`src/rtl/pwt_defs.svh`:
```
`ifndef PWT_DEFS_SVH
`define PWT_DEFS_SVH
// Register indices; byte address is four times the index
`define PWT_IDX_STATUS 12'h2f0
`define PWT_IDX_MASK 12'h2f1
`define PWT_IDX_CTRL 12'h2f2
`define PWT_IDX_OSC_TRIM 12'h2f3
`define PWT_IDX_RATE_HI 12'h2f4
`define PWT_IDX_RATE_LO 12'h2f5
`define PWT_IDX_TEST 12'h2f6
`define PWT_IDX_TEMP_TRIM 12'h2f7
// Control register fields
`define PWT_CTRL_CLKSEL 7
`define PWT_CTRL_FE 2
`define PWT_CTRL_IE 1
`define PWT_CTRL_FLAG 0
// Trim register fields
`define PWT_OSC_TRIM_MSB 7
`define PWT_OSC_TRIM_LSB 2
`define PWT_TEMP_EN 7
`define PWT_TEMP_TRIM_MSB 3
// Reset values
`define PWT_RATE_RST 16'h0000
`define PWT_TEST_RST 8'h00
// Slow clock gate release needs this many oscillator ticks
`define PWT_SYNC_TICKS 2'h2
`endif

```
`src/rtl/pwt_pkg.sv`:
```
`default_nettype none
package pwt_pkg;
   // APB request bundle from the master
   typedef struct packed {
      logic psel;
      logic penable;
      logic pwrite;
      logic [11:0] paddr;
      logic [31:0] pwdata;
   } pwt_apb_req_t;
   // APB answer bundle to the master
   typedef struct packed {
      logic pready;
      logic pslverr;
      logic [31:0] prdata;
   } pwt_apb_rsp_t;
   // Periodic timer state
   typedef enum logic [1:0] {PWT_IDLE, PWT_SYNC, PWT_RUN} pwt_state_t;
endpackage
`default_nettype wire

```
`src/rtl/pwt_top.sv`:
```
`include "pwt_defs.svh"
`default_nettype none
// Function
// - Slow oscillator trim loads from flash after reset
// - Oscillator trim is signed field bits 7..2
// - Top bit lengthens, lower bits shorten, descending
// - Sixteen-bit rate in two bytes sets period
// - Rate writes ignored while feature enabled
// - Slow clock period is 4*(rate+1) ticks
// - Bus clock period is 2*(rate+1) cycles
// - Slow clock first timeout late 1-2 ticks
// - Test register written only in special mode
// - Temperature trim loads from flash after reset
// - Offset enable bit gates the offset trim
// - Offset trim bits are binary weighted
// - Feature enable starts timer, clear stops it
// - Timeout sets flag, write one clears it
// - Interrupt when flag and irq enable set
// - Clock select locked while or when enabling
module pwt_top
   import pwt_pkg::*;
#(
   parameter int ADDR_W = 12
) (
   input wire logic clock_i,
   input wire logic resetn_i,
   input wire pwt_apb_req_t apb_req_i,
   output pwt_apb_rsp_t apb_rsp_o,
   input wire logic slow_osc_tick_i,
   input wire logic special_mode_i,
   input wire logic [7:0] flash_osc_trim_i,
   input wire logic [7:0] flash_temp_trim_i,
   output logic signed [5:0] slow_osc_trim_o,
   output logic temp_offset_en_o,
   output logic [3:0] temp_offset_o,
   output logic [7:0] factory_test_o,
   output logic irq_o
);

   // Elaboration check: the request bundle carries a fixed 12-bit address
   if (ADDR_W != 12) begin
      $error("ADDR_W must equal the 12-bit request address width");
   end

   logic [7:0] osc_trim_q, temp_trim_q, test_q;
   logic [15:0] rate_q;
   logic clksel_q, fe_q, ie_q, flag_q, loaded_q;
   logic [1:0] sync_q;
   logic [17:0] cnt_q;
   pwt_state_t state_q;
   logic [7:0] rdata;
   logic hit, unit, wr, setup, mapped;
   logic [11:0] idx;

   // Word index of an APB address
   function automatic logic [11:0] addr_idx(input logic [11:0] a);
      return {2'h0, a[11:2]};
   endfunction

   // Terminal count for the chosen clock source
   function automatic logic [17:0] last_cnt(input logic [15:0] r,
                                            input logic bus);
      if (bus) begin
         return {1'b0, r, 1'b1};
      end
      return {r, 2'h3};
   endfunction

   assign idx = addr_idx(apb_req_i.paddr);
   assign setup = apb_req_i.psel && !apb_req_i.penable;
   assign wr = apb_req_i.psel && apb_req_i.penable && apb_req_i.pwrite
      && apb_rsp_o.pready;

   // Read mux and address decode
   always_comb begin
      rdata = 8'h00;
      mapped = 1'b1;
      case (idx)
         `PWT_IDX_STATUS: rdata = {7'h00, flag_q};
         `PWT_IDX_MASK: rdata = {7'h00, ie_q};
         `PWT_IDX_CTRL: rdata = {clksel_q, 4'h0, fe_q, ie_q, flag_q};
         `PWT_IDX_OSC_TRIM: rdata = osc_trim_q;
         `PWT_IDX_RATE_HI: rdata = rate_q[15:8];
         `PWT_IDX_RATE_LO: rdata = rate_q[7:0];
         `PWT_IDX_TEST: rdata = test_q;
         `PWT_IDX_TEMP_TRIM: rdata = temp_trim_q;
         default: mapped = 1'b0;
      endcase
   end

   // APB answer: no wait states, data latched in setup
   always_ff @(posedge clock_i or negedge resetn_i) begin
      if (!resetn_i) begin
         apb_rsp_o <= '0;
      end else begin
         apb_rsp_o.pready <= setup;
         if (setup) begin
            apb_rsp_o.prdata <= {24'h000000, rdata};
            apb_rsp_o.pslverr <= !mapped;
         end
      end
   end

   // Trim registers, loaded once after reset release
   always_ff @(posedge clock_i or negedge resetn_i) begin
      if (!resetn_i) begin
         loaded_q <= 1'b0;
         osc_trim_q <= 8'h00;
         temp_trim_q <= 8'h00;
      end else if (!loaded_q) begin
         loaded_q <= 1'b1;
         // Unused bits stay zero so they read back as zero
         osc_trim_q <= {flash_osc_trim_i[7:2], 2'h0};
         temp_trim_q <= {flash_temp_trim_i[7], 3'h0,
            flash_temp_trim_i[3:0]};
      end else if (wr && idx == `PWT_IDX_OSC_TRIM) begin
         osc_trim_q <= {apb_req_i.pwdata[7:2], 2'h0};
      end else if (wr && idx == `PWT_IDX_TEMP_TRIM) begin
         temp_trim_q <= {apb_req_i.pwdata[7], 3'h0, apb_req_i.pwdata[3:0]};
      end
   end

   // Trim outputs to the analog side
   always_ff @(posedge clock_i or negedge resetn_i) begin
      if (!resetn_i) begin
         slow_osc_trim_o <= '0;
         temp_offset_en_o <= 1'b0;
         temp_offset_o <= 4'h0;
      end else begin
         // Signed, MSB lengthens, lower bits shorten
         slow_osc_trim_o <= signed'(osc_trim_q[`PWT_OSC_TRIM_MSB:
            `PWT_OSC_TRIM_LSB]);
         temp_offset_en_o <= temp_trim_q[`PWT_TEMP_EN];
         // Binary weighted code, zero while disabled
         temp_offset_o <= temp_trim_q[`PWT_TEMP_EN] ?
            temp_trim_q[`PWT_TEMP_TRIM_MSB:0] : 4'h0;
      end
   end

   // Factory test register
   always_ff @(posedge clock_i or negedge resetn_i) begin
      if (!resetn_i) begin
         test_q <= `PWT_TEST_RST;
      end else if (wr && idx == `PWT_IDX_TEST && special_mode_i) begin
         test_q <= apb_req_i.pwdata[7:0];
      end
   end
   assign factory_test_o = test_q;

   // Rate bytes, frozen while enabled
   always_ff @(posedge clock_i or negedge resetn_i) begin
      if (!resetn_i) begin
         rate_q <= `PWT_RATE_RST;
      end else if (wr && !fe_q) begin
         if (idx == `PWT_IDX_RATE_HI) begin
            rate_q[15:8] <= apb_req_i.pwdata[7:0];
         end
         if (idx == `PWT_IDX_RATE_LO) begin
            rate_q[7:0] <= apb_req_i.pwdata[7:0];
         end
      end
   end

   // Control bits: enable, clock select, irq enable
   always_ff @(posedge clock_i or negedge resetn_i) begin
      if (!resetn_i) begin
         fe_q <= 1'b0;
         ie_q <= 1'b0;
         clksel_q <= 1'b0;
      end else if (wr && idx == `PWT_IDX_CTRL) begin
         fe_q <= apb_req_i.pwdata[`PWT_CTRL_FE];
         ie_q <= apb_req_i.pwdata[`PWT_CTRL_IE];
         if (!fe_q && !apb_req_i.pwdata[`PWT_CTRL_FE]) begin
            clksel_q <= apb_req_i.pwdata[`PWT_CTRL_CLKSEL];
         end
      end else if (wr && idx == `PWT_IDX_MASK) begin
         ie_q <= apb_req_i.pwdata[0];
      end
   end

   // Timeout flag: set wins over a write-one clear
   always_ff @(posedge clock_i or negedge resetn_i) begin
      if (!resetn_i) begin
         flag_q <= 1'b0;
      end else if (hit) begin
         flag_q <= 1'b1;
      end else if (wr && (idx == `PWT_IDX_CTRL || idx == `PWT_IDX_STATUS)
                   && apb_req_i.pwdata[`PWT_CTRL_FLAG]) begin
         flag_q <= 1'b0;
      end
   end

   // Counting unit: bus cycle or slow oscillator tick
   assign unit = clksel_q || slow_osc_tick_i;
   assign hit = state_q == PWT_RUN && unit
      && cnt_q == last_cnt(rate_q, clksel_q);

   // Timer sequencing with gate release on the slow clock
   always_ff @(posedge clock_i or negedge resetn_i) begin
      if (!resetn_i) begin
         state_q <= PWT_IDLE;
         sync_q <= 2'h0;
         cnt_q <= '0;
      end else begin
         case (state_q)
            PWT_IDLE: begin
               cnt_q <= '0;
               sync_q <= 2'h0;
               if (fe_q) begin
                  state_q <= clksel_q ? PWT_RUN : PWT_SYNC;
               end
            end
            PWT_SYNC: begin
               // Gate opens after two ticks
               if (!fe_q) begin
                  state_q <= PWT_IDLE;
               end else if (slow_osc_tick_i) begin
                  sync_q <= sync_q + 2'h1;
                  if (sync_q + 2'h1 == `PWT_SYNC_TICKS) begin
                     state_q <= PWT_RUN;
                  end
               end
            end
            PWT_RUN: begin
               if (!fe_q) begin
                  state_q <= PWT_IDLE;
               end else if (hit) begin
                  cnt_q <= '0;
               end else if (unit) begin
                  cnt_q <= cnt_q + 18'h00001;
               end
            end
            default: state_q <= PWT_IDLE;
         endcase
      end
   end

   // Interrupt level from next-state flag and enable
   always_ff @(posedge clock_i or negedge resetn_i) begin
      if (!resetn_i) begin
         irq_o <= 1'b0;
      end else begin
         irq_o <= (hit || (flag_q && !(wr && apb_req_i.pwdata[0]
            && (idx == `PWT_IDX_CTRL || idx == `PWT_IDX_STATUS))))
            && ((wr && idx == `PWT_IDX_CTRL) ?
            apb_req_i.pwdata[`PWT_CTRL_IE] : (wr && idx == `PWT_IDX_MASK) ?
            apb_req_i.pwdata[0] : ie_q);
      end
   end

   // Helper: cycles since last timeout in bus mode
   logic [17:0] gap_q;
   logic seen_q;
   always_ff @(posedge clock_i or negedge resetn_i) begin
      if (!resetn_i) begin
         gap_q <= '0;
         seen_q <= 1'b0;
      end else begin
         gap_q <= hit ? 18'h00001 : gap_q + 18'h00001;
         seen_q <= (state_q == PWT_RUN && clksel_q) && (seen_q || hit);
      end
   end
endmodule
`default_nettype wire

```
`config.mk`:
```
export PLATFORM = sky130hd
export DESIGN_NAME = pwt_top
export DESIGN_NICKNAME = d
export VERILOG_FILES = /design/src/rtl/pwt_pkg.sv /design/src/rtl/pwt_top.sv
export VERILOG_INCLUDE_DIRS = /design/src /design/src/rtl
export SDC_FILE = /design/constraint.sdc
export NUM_CORES = 1
export LEC_CHECK = 0
export BUFFER_PORTS_ARGS = -buffer_cell sky130_fd_sc_hd__buf_2
export CAP_MARGIN = 5
export CORE_MARGIN = 2
export CORE_UTILIZATION = 53
export DETAILED_ROUTE_END_ITERATION = 6
export GPL_TIMING_DRIVEN = 0
export PLACE_DENSITY = 0.8
export SLEW_MARGIN = 20
export SYNTH_ARGS = -nofsm -noshare
export SYNTH_HDL_FRONTEND = slang
export SYNTH_SLANG_ARGS = --single-unit
```
`constraint.sdc`:
```
create_clock -name clock_i -period 2.6 [get_ports clock_i]
set_input_delay 0.13 -clock clock_i [delete_from_list [all_inputs] [get_ports clock_i]]
set_output_delay 0.13 -clock clock_i [all_outputs]
set_load 0.01 [all_outputs]
```
==> reports/results.ini <==
[outcome]
status=finished clean

[worst_setup_path]
r2r_start=clksel_q
endpoint_kind=register
critical_path_required_ns=2.85
regToRegSetupSlack_ns=0.09
r2r_end=cnt_q[16]
crit_path_start_kind=register
arrival_ns=2.77
reg2reg_depth=11
cp_max_fo=10
crit_type=reg -> reg

[logic_synthesis]
syn_avg_cell_area_um2=10.6
syn-cell-area_um2=4580
ys_warn_count=0
synthTopCellsByArea=dfrtp_1 46%, mux2i_1 6.3%, mux2_2 6.1%
synthMostInstantiatedCell=dfrtp_1
synth_area_leader_cell=dfrtp_1
ys_seq_area_share_pct=45.9
syn-instance-count=433
synthFlopType=dfrtp_1
synth_top_area_share_pct=45.9
synth_edf_count=0
ys_ff_latch=84
postSynth.asyncResetShare_pct=100
synthTopCellsByCount=84 x dfrtp_1, 33 x nand2_1, 29 x mux2i_1
synth.distinct_cells=54

[route]
route.met3.wl_um=860
wl_mm=10.7
drt_iter0_drc=246
wl_met1_mm=4.53
num_vias=3650
top_layer_used=met4
drtPass1Iterations=4
wl_per_cell_um=16.6
detailroute.wirelength.met2_mm=5.19
vias_per_cell=5.65
postRouteAntennaNets=0
drc=0

[timing]
hold_viol=0
period_minus_slack_ns=2.51
rsz0062_at_grt=yes
min_period_over_period_pct=96.7
fin_skew_ns=0.0128
slew_headroom_pct=41.4
worst_slew_pin_slew_ns=0.873
setup_violations=0
fin_tns_setup_ns=0
slew_violations=0
max_freq_ghz=0.398

[cts]
clk_latency_ns=0.36
cts_tree=done
clockBufferDepth=2
root_buffer=clkbuf_8
h-tree-depth=3
cts_buffers=9
cts_num_sinks=84
cts.clk_slew.worst_paths_ns=0.10

[grt]
track_usage_pct=23.7
grt_pass1_wl_mm=18.0
grt_max_degree=48
grt-ovfl-total=0
first_global_vias=3601
antenna_found_initial=0

[min_path]
hp-start=flash_osc_trim_i[4]
hold_path_depth=3
hp-class=in -> reg
hold_end=osc_trim_q[4]

[place]
gp_congestion=0.852
port_buffers=63
hpwlAfterDp_mm=8.02
place_inst=625

[layout]
n_antenna_cell=0
finalNonFillerCells=646
synthToLayoutAreaGrowth_pct=17.4
nNetsFinal=605
drive_above_1_share_pct=28.7
nFillCells=665

[die]
design.core.area_um2=8300
io_pins=121
rows=33
fp.dieH_um=97.0
die_w_um=97.0
die_area_um2=9410
start_util_pct=55.2

[pwr]
leakage_uw=0.00257
powerDensity_nw_per_um2=457
peakVddDrop_mv=0.354

[job]
cap_violations=0

what timing repair did:
action,4_1_cts,5_1_grt
setup buffers,0,4
resized for setup,0,6
hold buffers,1,0
hold endpoints to repair,46,0
setup endpoints to repair,0,12
logic make-up after synthesis:
family,after synthesis,share of synthesized area (%)
and+or+nand+nor,133,16.1
DFF,84,45.9
AOI/OAI and AO/OA,86,12.4
other,2,0.164
xor gates and xnor gates,17,3.25
buffers and inverters,50,6.69
muxes,59,14.9
adders and majority gates,2,0.546
final cells by class:
class	instances	area, um^2	area share, %
multi-input combinational	322	2270	42.2
tap	105	131	2.44
buffer	44	293	5.44
timing repair buffer	69	378	7.02
inverter	6	22.5	0.419
sequential	84	2100	39.1
clock inverter	7	56.3	1.05
clock buffer	9	124	2.30
cell usage in the layout, fill, tap and decap left out, types with 3 or more instances in the layout:
cell	instances
dfrtp_1	84
buf_2	64
nand2_1	33
buf_4	29
mux2i_1	28
mux2_2	25
conb_1	25
nor2_1	20
o21ai_0	18
a21oi_1	18
a22o_1	14
xnor2_1	13
clkbuf_1	12
nor2b_1	10
nand2b_1	9
nor3_1	9
clkbuf_8	9
nand3_1	8
o21ai_1	8
and2_1	7
and3_1	7
inv_1	6
nand4b_1	5
mux4_2	5
a22oi_1	5
xor2_1	4
a21o_1	4
nor4_1	4
nor4b_1	4
or3_1	3
o21a_1	3
inv_6	3
routing by layer:
| layer | vias up | GRT usage (%) |
|---|---|---|
| li1 | 1725 | - |
| met1 | 1765 | 32.0 |
| met2 | 150 | 38.9 |
| met3 | 10 | 4.91 |
| met4 | 0 | 6.93 |
| met5 | - | 0 |
where the power goes:
group / switching (uW) / internal (uW)
Combinational: 124 / 92.5
Sequential: 21.6 / 1340
Clock: 519 / 359
registers in the layout (all words and copies together), names as in the netlist, 4 cells and up:
register         count
cnt_q               18
rate_q              16
apb_rsp_o           10
factory_test_o       8
osc_trim_q           6
slow_osc_trim_o      6
temp_trim_q          5
temp_offset_o        4
stage by stage:
step / power, uW / utilization (%) / worst slack, ns / hold slack (ns) / area, um^2
2_1_floorplan: 1500 / - / 0.351 / -0.166 / 4670
3_3_place_gp: 1590 / 61.6 / 0.0347 / 0.376 / 5120
3_5_place_dp: 1600 / 62.0 / 0.0236 / 0.187 / 5140
4_1_cts: 2480 / 64.3 / 0.0190 / 0.00198 / 5330
5_1_grt: 2570 / 64.8 / -0.00937 / 0.00654 / 5380
6_report: 2460 / 64.8 / 0.0862 / 0.0139 / 5380
how the worst max path moves through the flow:
stage	start	endpoint	slack [ns]	depth (start not counted)
final	clksel_q	cnt_q[16]	0.09	11
after global routing	clksel_q	cnt_q[10]	-0.009	10
after CTS	clksel_q	cnt_q[16]	0.02	10
after detailed placement	clksel_q	cnt_q[16]	0.02	10
after global placement	clksel_q	cnt_q[16]	0.03	10
after floorplan	clksel_q	cnt_q[16]	0.35	8
worst max-delay path, cell delays in order, from the launching register on:
cell and delay (ns):
dfrtp_1 0.35, buf_6 0.15, buf_12 0.14, clkbuf_4 0.22, mux2i_2 0.26, xnor2_1 0.14, nand2_1 0.11, nand4b_1 0.25
nor4_4 0.29, buf_4 0.18, a21oi_2 0.05, a211o_1 0.28
No activity file was read; power rests on OpenSTA's default activity.
